## src/hw/duc_pkg.sv

```systemverilog
// Package for the user calibration engine: map, layouts, constants.
package duc_pkg;

  // Number of converter channels served by the engine.
  localparam int DUC_NCH = 8;
  // Width of one data word on the register port.
  localparam int DUC_DW = 16;

  // Register offsets; channel registers use the low three address bits.
  localparam logic [5:0] DUC_OFF_INPUT = 6'h00;
  localparam logic [5:0] DUC_OFF_ZERO = 6'h08;
  localparam logic [5:0] DUC_OFF_GAIN = 6'h10;
  localparam logic [5:0] DUC_OFF_DATA = 6'h18;
  localparam logic [5:0] DUC_OFF_CONFIG = 6'h20;
  localparam logic [5:0] DUC_OFF_BUSY = 6'h21;

  // Field positions.
  localparam int DUC_CFG_ENABLE_BIT = 0;
  localparam int DUC_BUSY_ACTIVE_BIT = 8;

  // Reset values.
  localparam logic [15:0] DUC_GAIN_RST = 16'h8000;
  localparam logic [15:0] DUC_ZERO_RST = 16'h0000;
  localparam logic [15:0] DUC_INPUT_RST = 16'h0000;
  localparam logic [15:0] DUC_DATA_RST = 16'h0000;

  // Rounding term and unity offset of the gain coefficient.
  localparam logic [16:0] DUC_GAIN_UNITY = 17'h08000;
  localparam logic [32:0] DUC_ROUND = 33'h000008000;

  // Service time of one channel and its count of 25 ns cycles.
  localparam int DUC_CLK_MHZ = 40;
  localparam int DUC_SERVICE_NS = 500;
  localparam int DUC_SERVICE_CYC = (DUC_SERVICE_NS * DUC_CLK_MHZ) / 1000;

  // Register bus request carried as one bundle.
  typedef struct packed {
    logic [5:0] addr;
    logic [15:0] wdata;
    logic wr;
    logic rd;
  } duc_req_s;

  // Engine states, Gray coded along idle, load, work, store.
  typedef enum logic [1:0] {
    DUC_IDLE = 2'b00,
    DUC_LOAD = 2'b01,
    DUC_WORK = 2'b11,
    DUC_STORE = 2'b10
  } duc_state_e;

endpackage : duc_pkg

```

## src/hw/duc_math.sv

```systemverilog
// Correction arithmetic: scale by gain, add signed zero, clamp to 16 bits.
`timescale 1ns/1ps
module duc_math (
  input wire logic [15:0] code_i,
  input wire logic [15:0] gain_i,
  input wire logic [15:0] zero_i,
  output logic [15:0] result_o
);
  import duc_pkg::*;

  // Coefficient is gain plus half scale, so it spans 0.5 to 1.5 of unity.
  logic [16:0] coef;
  // Full product with rounding term.
  logic [32:0] prod;
  // Scaled code with guard bits, signed for the offset add.
  logic signed [19:0] scaled;
  // Sum after the signed zero offset.
  logic signed [19:0] sum;

  // Gain is unsigned and zero is twos complement, whatever the format. [RL20]
  always_comb begin
    coef = {1'b0, gain_i} + DUC_GAIN_UNITY; // [RL3]
    prod = 33'({17'h00000, code_i} * {16'h0000, coef}) + DUC_ROUND; // [RL21]
    scaled = signed'({3'b000, prod[32:16]});
    sum = scaled + 20'(signed'(zero_i)); // [RL4]
    // Clamping keeps a wild trim from wrapping the output code.
    if (sum < 0) begin
      result_o = 16'h0000;
    end else if (sum > 20'sh0FFFF) begin
      result_o = 16'hFFFF;
    end else begin
      result_o = sum[15:0];
    end
  end

endmodule : duc_math

```

## src/hw/duc_engine.sv

```systemverilog
// Eight-channel user calibration engine with register port and busy pin.
`timescale 1ns/1ps
// Notes on behaviour
// RL1 - Each channel owns zero and gain registers.
// RL2 - Enabled: channel writes start automatic correction.
// RL3 - Gain coefficient spans half to one and half.
// RL4 - Zero adds signed sixteen-bit offset.
// RL5 - One shared datapath, one channel at once.
// RL6 - Channel write sets its pending flag.
// RL7 - Storing corrected code clears pending flag.
// RL8 - One correction takes about 500 ns.
// RL9 - Channel zero highest, seven lowest priority.
// RL10 - Never start lower while higher pending.
// RL11 - Active: engine flag one, busy pin low.
// RL12 - Idle: flag zero, busy pin released.
// RL13 - Disabled: flag cleared, busy pin released.
// RL14 - Host writes only when safe to.
// RL15 - Host waits for higher corrections first.
// RL16 - Enable bit: zero off, one on, resets zero.
// RL17 - Disabled: input copied straight to data.
// RL18 - Disabled: zero, gain only stored, read back.
// RL19 - Reset: gain 32768, zero and input zero.
// RL20 - Gain unsigned, zero twos complement.
// RL21 - Code equals rounded scaled input plus zero, clamped.
// RL22 - Rewrite of pending channel uses latest values; a rewrite in the last work cycle is left uncorrected.
module duc_engine #(
  parameter int NCH = duc_pkg::DUC_NCH,
  parameter int SERVICE_CYC = duc_pkg::DUC_SERVICE_CYC
) (
  input wire logic clk_i,
  input wire logic rstn_i,
  input wire logic [5:0] addr_i,
  input wire logic [15:0] wdata_i,
  input wire logic wr_i,
  input wire logic rd_i,
  output logic [15:0] rdata_o,
  output logic busy_n_o,
  output logic busy_n_oe_o
);
  import duc_pkg::*;

  // Width of the service-time counter.
  localparam int CW = $clog2(SERVICE_CYC + 1);
  // Last count of the working phase; load and store take one cycle each.
  localparam logic [CW-1:0] WORK_LAST = CW'(SERVICE_CYC - 3);

  // All state of the block in one bundle.
  typedef struct packed {
    logic [NCH-1:0][15:0] input_r;
    logic [NCH-1:0][15:0] zero_r;
    logic [NCH-1:0][15:0] gain_r;
    logic [NCH-1:0][15:0] data_r;
    logic [NCH-1:0] channel_pending_flag;
    logic correction_enable;
    duc_state_e state;
    logic [2:0] chan;
    logic [CW-1:0] cnt;
    logic [15:0] result;
    logic [15:0] rdata;
  } duc_st_s;

  // Current and next state.
  duc_st_s st;
  duc_st_s next_st;
  // Bundled register request.
  duc_req_s req;
  // Decoded channel-register write and its target channel.
  logic chan_wr;
  logic [2:0] wr_chan;
  // Lowest pending channel index and whether any is pending.
  logic [2:0] pick;
  logic any_pending;
  // Output of the shared datapath.
  logic [15:0] math_out;

  assign req = '{addr: addr_i, wdata: wdata_i, wr: wr_i, rd: rd_i};
  assign wr_chan = req.addr[2:0];
  assign chan_wr = req.wr && (req.addr[5:3] < 3'd3);

  // Priority pick: the loop walks downward so channel zero wins. [RL9]
  always_comb begin
    pick = 3'd0;
    any_pending = 1'b0;
    for (int i = NCH - 1; i >= 0; i--) begin
      if (st.channel_pending_flag[i]) begin
        pick = 3'(i);
        any_pending = 1'b1;
      end
    end
  end

  // One datapath, fed from the latched channel's current registers. [RL5]
  duc_math duc_math_i (
    .code_i(st.input_r[st.chan]),
    .gain_i(st.gain_r[st.chan]),
    .zero_i(st.zero_r[st.chan]),
    .result_o(math_out)
  );

  // Next-state logic: register writes, reads, and the correction sequencer.
  always_comb begin
    next_st = st;
    next_st.rdata = 16'h0000;
    // Register writes; every channel has its own trim registers. [RL1]
    if (req.wr) begin
      case (req.addr[5:3])
        3'd0: begin
          next_st.input_r[wr_chan] = req.wdata;
          // Bypass copies the code straight through. [RL17]
          if (!st.correction_enable) begin
            next_st.data_r[wr_chan] = req.wdata;
          end
        end
        3'd1: next_st.zero_r[wr_chan] = req.wdata; // [RL18]
        3'd2: next_st.gain_r[wr_chan] = req.wdata; // [RL18]
        3'd4: begin
          if (req.addr == DUC_OFF_CONFIG) begin
            next_st.correction_enable = req.wdata[DUC_CFG_ENABLE_BIT]; // [RL16]
          end
        end
        default: begin
        end
      endcase
    end
    // Reads answer next cycle; unmapped addresses read zero.
    if (req.rd) begin
      case (req.addr[5:3])
        3'd0: next_st.rdata = st.input_r[req.addr[2:0]];
        3'd1: next_st.rdata = st.zero_r[req.addr[2:0]]; // [RL18]
        3'd2: next_st.rdata = st.gain_r[req.addr[2:0]]; // [RL18]
        3'd3: next_st.rdata = st.data_r[req.addr[2:0]];
        3'd4: begin
          if (req.addr == DUC_OFF_CONFIG) begin
            next_st.rdata[DUC_CFG_ENABLE_BIT] = st.correction_enable;
          end else if (req.addr == DUC_OFF_BUSY) begin
            next_st.rdata[NCH-1:0] = st.channel_pending_flag;
            next_st.rdata[DUC_BUSY_ACTIVE_BIT] = (st.state != DUC_IDLE);
          end
        end
        default: next_st.rdata = 16'h0000;
      endcase
    end
    // Sequencer: load, work, store; the three together fill the service time. [RL8]
    case (st.state)
      DUC_IDLE: begin
        // A new pick happens only here, so higher channels go first. [RL10]
        if (any_pending && st.correction_enable) begin
          next_st.chan = pick;
          next_st.cnt = '0;
          next_st.state = DUC_LOAD;
        end
      end
      DUC_LOAD: next_st.state = DUC_WORK;
      DUC_WORK: begin
        // Latest register contents are sampled at the end. [RL22]
        if (st.cnt == WORK_LAST) begin
          next_st.result = math_out;
          next_st.state = DUC_STORE;
        end else begin
          next_st.cnt = st.cnt + CW'(1);
        end
      end
      DUC_STORE: begin
        next_st.data_r[st.chan] = st.result; // [RL2]
        next_st.channel_pending_flag[st.chan] = 1'b0; // [RL7]
        next_st.state = DUC_IDLE;
      end
      default: next_st.state = DUC_IDLE;
    endcase
    // Disabling the engine drops any correction in progress.
    if (!st.correction_enable) begin
      next_st.state = DUC_IDLE;
      next_st.channel_pending_flag = '0;
    end
    // A write sets its flag; applied last so it beats the clear. [RL6]
    if (chan_wr && st.correction_enable) begin
      next_st.channel_pending_flag[wr_chan] = 1'b1; // [RL2]
    end
    // A write during store is already kept by the set above; this block repeats it.
    if (chan_wr && st.state == DUC_STORE && wr_chan == st.chan) begin
      next_st.channel_pending_flag[wr_chan] = st.correction_enable; // [RL22]
    end
  end

  // State register with synchronous reset to documented values.
  always_ff @(posedge clk_i) begin
    if (!rstn_i) begin
      for (int i = 0; i < NCH; i++) begin
        st.input_r[i] <= DUC_INPUT_RST; // [RL19]
        st.zero_r[i] <= DUC_ZERO_RST; // [RL19]
        st.gain_r[i] <= DUC_GAIN_RST; // [RL19]
        st.data_r[i] <= DUC_DATA_RST;
      end
      st.channel_pending_flag <= '0;
      st.correction_enable <= 1'b0; // [RL16]
      st.state <= DUC_IDLE;
      st.chan <= 3'd0;
      st.cnt <= '0;
      st.result <= 16'h0000;
      st.rdata <= 16'h0000;
    end else begin
      st <= next_st;
    end
  end

  assign rdata_o = st.rdata;
  // Open-drain busy: driven low while active, released otherwise. [RL11]
  assign busy_n_o = 1'b0;
  assign busy_n_oe_o = (st.state != DUC_IDLE); // [RL12] [RL13]

  // Helper: the pending flags one cycle back, as they stood when the pick was made.
  logic [NCH-1:0] flags_q;
  always_ff @(posedge clk_i) begin
    flags_q <= st.channel_pending_flag;
  end

  // Helper: cycles since the engine left idle; zero from the second idle cycle on.
  // A counter keeps the timing check short where a repeat would not.
  logic [CW-1:0] busy_cyc;
  always_ff @(posedge clk_i) begin
    if (!rstn_i || st.state == DUC_IDLE) begin
      busy_cyc <= '0;
    end else begin
      busy_cyc <= busy_cyc + CW'(1);
    end
  end
endmodule : duc_engine

```

## config.mk

```make
export PLATFORM = sky130hd
export DESIGN_NAME = duc_engine
export DESIGN_NICKNAME = d
export VERILOG_FILES = /design/src/hw/duc_pkg.sv /design/src/hw/duc_math.sv /design/src/hw/duc_engine.sv
export SDC_FILE = /design/constraint.sdc
export NUM_CORES = 2
export LEC_CHECK = 0
export BUFFER_PORTS_ARGS = -buffer_cell sky130_fd_sc_hd__buf_2
export CAP_MARGIN = 20
export CORE_MARGIN = 1.5
export CORE_UTILIZATION = 50
export DETAILED_ROUTE_END_ITERATION = 8
export PLACE_DENSITY = 0.71
export SLEW_MARGIN = 5
export SYNTH_ARGS = -nofsm -noshare
export SYNTH_HDL_FRONTEND = slang
export SYNTH_HIERARCHICAL = 1
export SYNTH_SLANG_ARGS = --single-unit
export TNS_END_PERCENT = 30
```

## constraint.sdc

```tcl
create_clock -name clk_i -period 9.7 [get_ports clk_i]
set_input_delay 2.425 -clock clk_i [delete_from_list [all_inputs] [get_ports clk_i]]
set_output_delay 2.425 -clock clk_i [all_outputs]
set_load 0.05 [all_outputs]
```

==> flow_summary_export.csv <==
group,metric,value,unit
timing,hold_violations,0,
place,io_buffers,42,
grt,grt_pass1_wl,198800,microns
clocking,cts_buffers,57,
logic_synthesis,yosys.area_share.adder,15.28,%
clocking,clockBufferDepth,3,
power,p_sw_share,24.86,%
logic_synthesis,muxShareOfSynthArea,15.00,%
power,combPwrFrac,5.8,%
timing,finalMaxSlewViolations,0,
logic_synthesis,synth-edff-count,0,
cells_and_area,fin_util,54.88,%
worst_setup_path,cp.required,10.26,ns
timing,fin_crit_sh,97.02,%
floorplanning,start_util,50.41,%
power,p_sw,1.238,mW
logic_synthesis,syn-cell-area,38220,sq um
power,seq_power_share,46.7,%
detailed_routing,drc,0,
detailed_routing,drt-pass1-iter-count,9,
place,hpwlAfterDp,83840,microns
logic_synthesis,syn_area_per_cell,8.648,sq um
power,p_total,4.981,mW
floorplanning,die_area,78110,sq um
clocking,clock_latency,0.65,ns
logic_synthesis,ys_warn_count,6,
clocking,root_buffer,"clkbuf_16",
worst_setup_path,crit_fanout,8,
min_path,hold_class,"reg2reg",
timing,holdWs,0.4697,ns
timing,slew_headroom,13.71,%
grt,first_global_vias,32530,
clocking,ctsHtreeMaxLevel,2,
floorplanning,dieWidth,279.5,microns
power,leakage,16.08,nW
timing,tightest_slew,1.281,ns
worst_setup_path,crit_arrival,9.97,ns
cells_and_area,drive_gt1_share,13.11,%
grt,antenna_found_initial,3,
grt,grt-ovfl-total,0,
timing,setup_viol,0,
grt,track_usage,33.03,%
detailed_routing,drt_iter0_drc,4868,
worst_setup_path,slowest_stage,"fa_1",
clocking,postCtsHoldBufs,0,
worst_setup_path,critPathKind,"reg2reg",
logic_synthesis,syn_inst,4420,
logic_synthesis,synth_compound_area_share,15.81,%
power,peakVddDrop,0.0001665,V
worst_setup_path,slowest_delay,0.55,ns
floorplanning,core,75820,sq um
power,power_density,119.7,nW/um^2
cells_and_area,nFillCells,6818,
logic_synthesis,synth_cell_types,86,
worst_setup_path,cp-end-kind,"flop",
detailed_routing,postRouteAntennaNets,0,
run_status,outcome,"completed",
detailed_routing,routed_via_density,6.436,
timing,worst_slack,0.2895,ns
clocking,clk_pin_slew_worst_paths,0.07,ns
logic_synthesis,seq_area_frac_synth,29.49,%
grt,grt_max_degree,205,
floorplanning,die_y,279.5,microns
worst_setup_path,critical_path.startpoint,"st[39]$_SDFFE_PN0P_",
cells_and_area,area_delta_synth_final,8.871,%
logic_synthesis,ys.flop_type,"dfxtp_1",
min_path,min_from,"st[315]$_SDFFE_PN0P_",
job,cap_violations,0,
floorplanning,rows,101,
detailed_routing,wl,132000,microns
power,p_int,3.743,mW
clocking,cts_tree,"built",
logic_synthesis,async_flop_share,0,%
cells_and_area,final_common_cell,"nand2_1",
cells_and_area,nets,4655,
clocking,cts_sinks,563,
timing,finClkSkew,0.04821,ns
logic_synthesis,synth_seq_cells,563,
place,place_congestion,0.9643,
place,dp_slack,0.08479,ns
cells_and_area,layout_common_cells,"832 x nand2_1, 560 x dfxtp_1, 432 x a21oi_1",
detailed_routing,avgRoutedWirePerCell,24.84,microns
floorplanning,io_pins,44,
timing,fmax,106.3,MHz
timing,final.min_clock_period,9.410,ns
logic_synthesis,synth_xor_area_share,0.8936,%
worst_setup_path,startpoint_type,"flop",
logic_synthesis,synth_top_family_by_area,"simple AND/OR/NAND/NOR gates",
worst_setup_path,worstReg2RegStart,"st[39]$_SDFFE_PN0P_",
power,clkPwrFrac,47.5,%
detailed_routing,vias,34200,
logic_synthesis,synth-simple-area-share,16.24,%
cells by family after synthesis:
| group | count (synthesis) |
|---|---|
| AOI/OAI and AO/OA | 960 |
| xor gates and xnor gates | 39 |
| adders and majority gates | 342 |
| buffers and inverters | 668 |
| DFF | 563 |
| muxes | 417 |
| other | 3 |
| and+or+nand+nor | 1428 |
metal layers:
layer | vias to the layer above | wire length (microns) | GRT usage (%)
li1 | 14910 | - | -
met1 | 16470 | 50260 | 43.63
met2 | 2347 | 56770 | 49.29
met3 | 472 | 17160 | 8.749
met4 | 4 | 7689 | 17.71
met5 | - | 127 | 1.126
worst paths after layout:
check	slack, ns	endpoint	depth (start not counted)
worst max register to register	0.29	st[16]$_SDFFE_PN0P_	41
worst min-delay path	0.47	st[315]$_SDFFE_PN0P_	2
worst min register to register	0.47	st[315]$_SDFFE_PN0P_	2
worst max-delay path	0.29	st[16]$_SDFFE_PN0P_	41
state kept, by name (all words and copies together) (netlist names):
name,count
st,547
rdata_o,16
critical path, delay by kind of cell, from the launching register on:
kind	cells	cell delay, ns
buffers and inverters	12	1.71
adder cells (fa/ha/maj)	8	3.68
flip-flops	1	0.40
XOR/XNOR	1	0.15
AND/OR/NAND/NOR	8	1.18
AO/OA/AOI/OAI	12	2.18
metrics by stage:
stage	area [sq um]	TNS [ns]	cells
after floorplan	38230	0	4422
after global placement	39110	0	5171
final	41610	0	5314
after global routing	41610	-1.140	5311
after CTS	41110	0	5277
after detailed placement	39140	0	5172
power groups by stage:
stage	Sequential, mW	Clock (mW)	Combinational [mW]
after floorplan	2.38	0	0.188
after global placement	2.38	0	0.275
after detailed placement	2.38	0	0.275
final	2.33	2.37	0.289
after global routing	2.33	2.45	0.295
after CTS	2.33	2.36	0.276
synth_stat cells, types with 12 or more instances:
cell type  number  area, sq um
buf_1          31        116.4
a21o_1         12        90.09
a211oi_1       98        735.7
buf_6          13        146.4
clkbuf_1      264        991.0
a21oi_1       433         2167
o22ai_1        27        168.9
nor2_1        282         1059
a31oi_1        16        100.1
mux4_2        120         2703
a22oi_1        37        277.8
and2_1        119        744.5
fa_1          208         4164
xor2_1         17        148.9
ha_1          134         1677
buf_2          70        350.3
nand2b_1       15        93.84
mux2i_1       250         2502
xnor2_1        22        192.7
a21oi_2        13        113.9
o21ai_0       133        665.6
inv_1         268         1006
buf_4          21        157.7
nand2_1       832         3123
a311oi_1       34        297.8
nand3_1        94        470.5
a221oi_1       65        569.3
dfxtp_1       563        11270
mux2_2         47        529.3
cell type report:
cell class                      instances  area, sq um  share of cell area, %
Sequential cell                       563        11280                  27.11
Timing Repair Buffer                  205         1710                  4.110
Tap cell                              978         1224                  2.941
Inverter                              268         1021                  2.453
Clock inverter                         22        305.3                 0.7336
Multi-Input combinational cell       3192        24400                  58.63
Clock buffer                           83         1664                  3.999
Antenna cell                            3        7.507                0.01804
what timing repair did:
action,4_1_cts,5_1_grt
setup buffers,0,28
endpoints found under the setup margin,0,16
gates resized for setup,0,56
(Power assumes the default switching activity.)
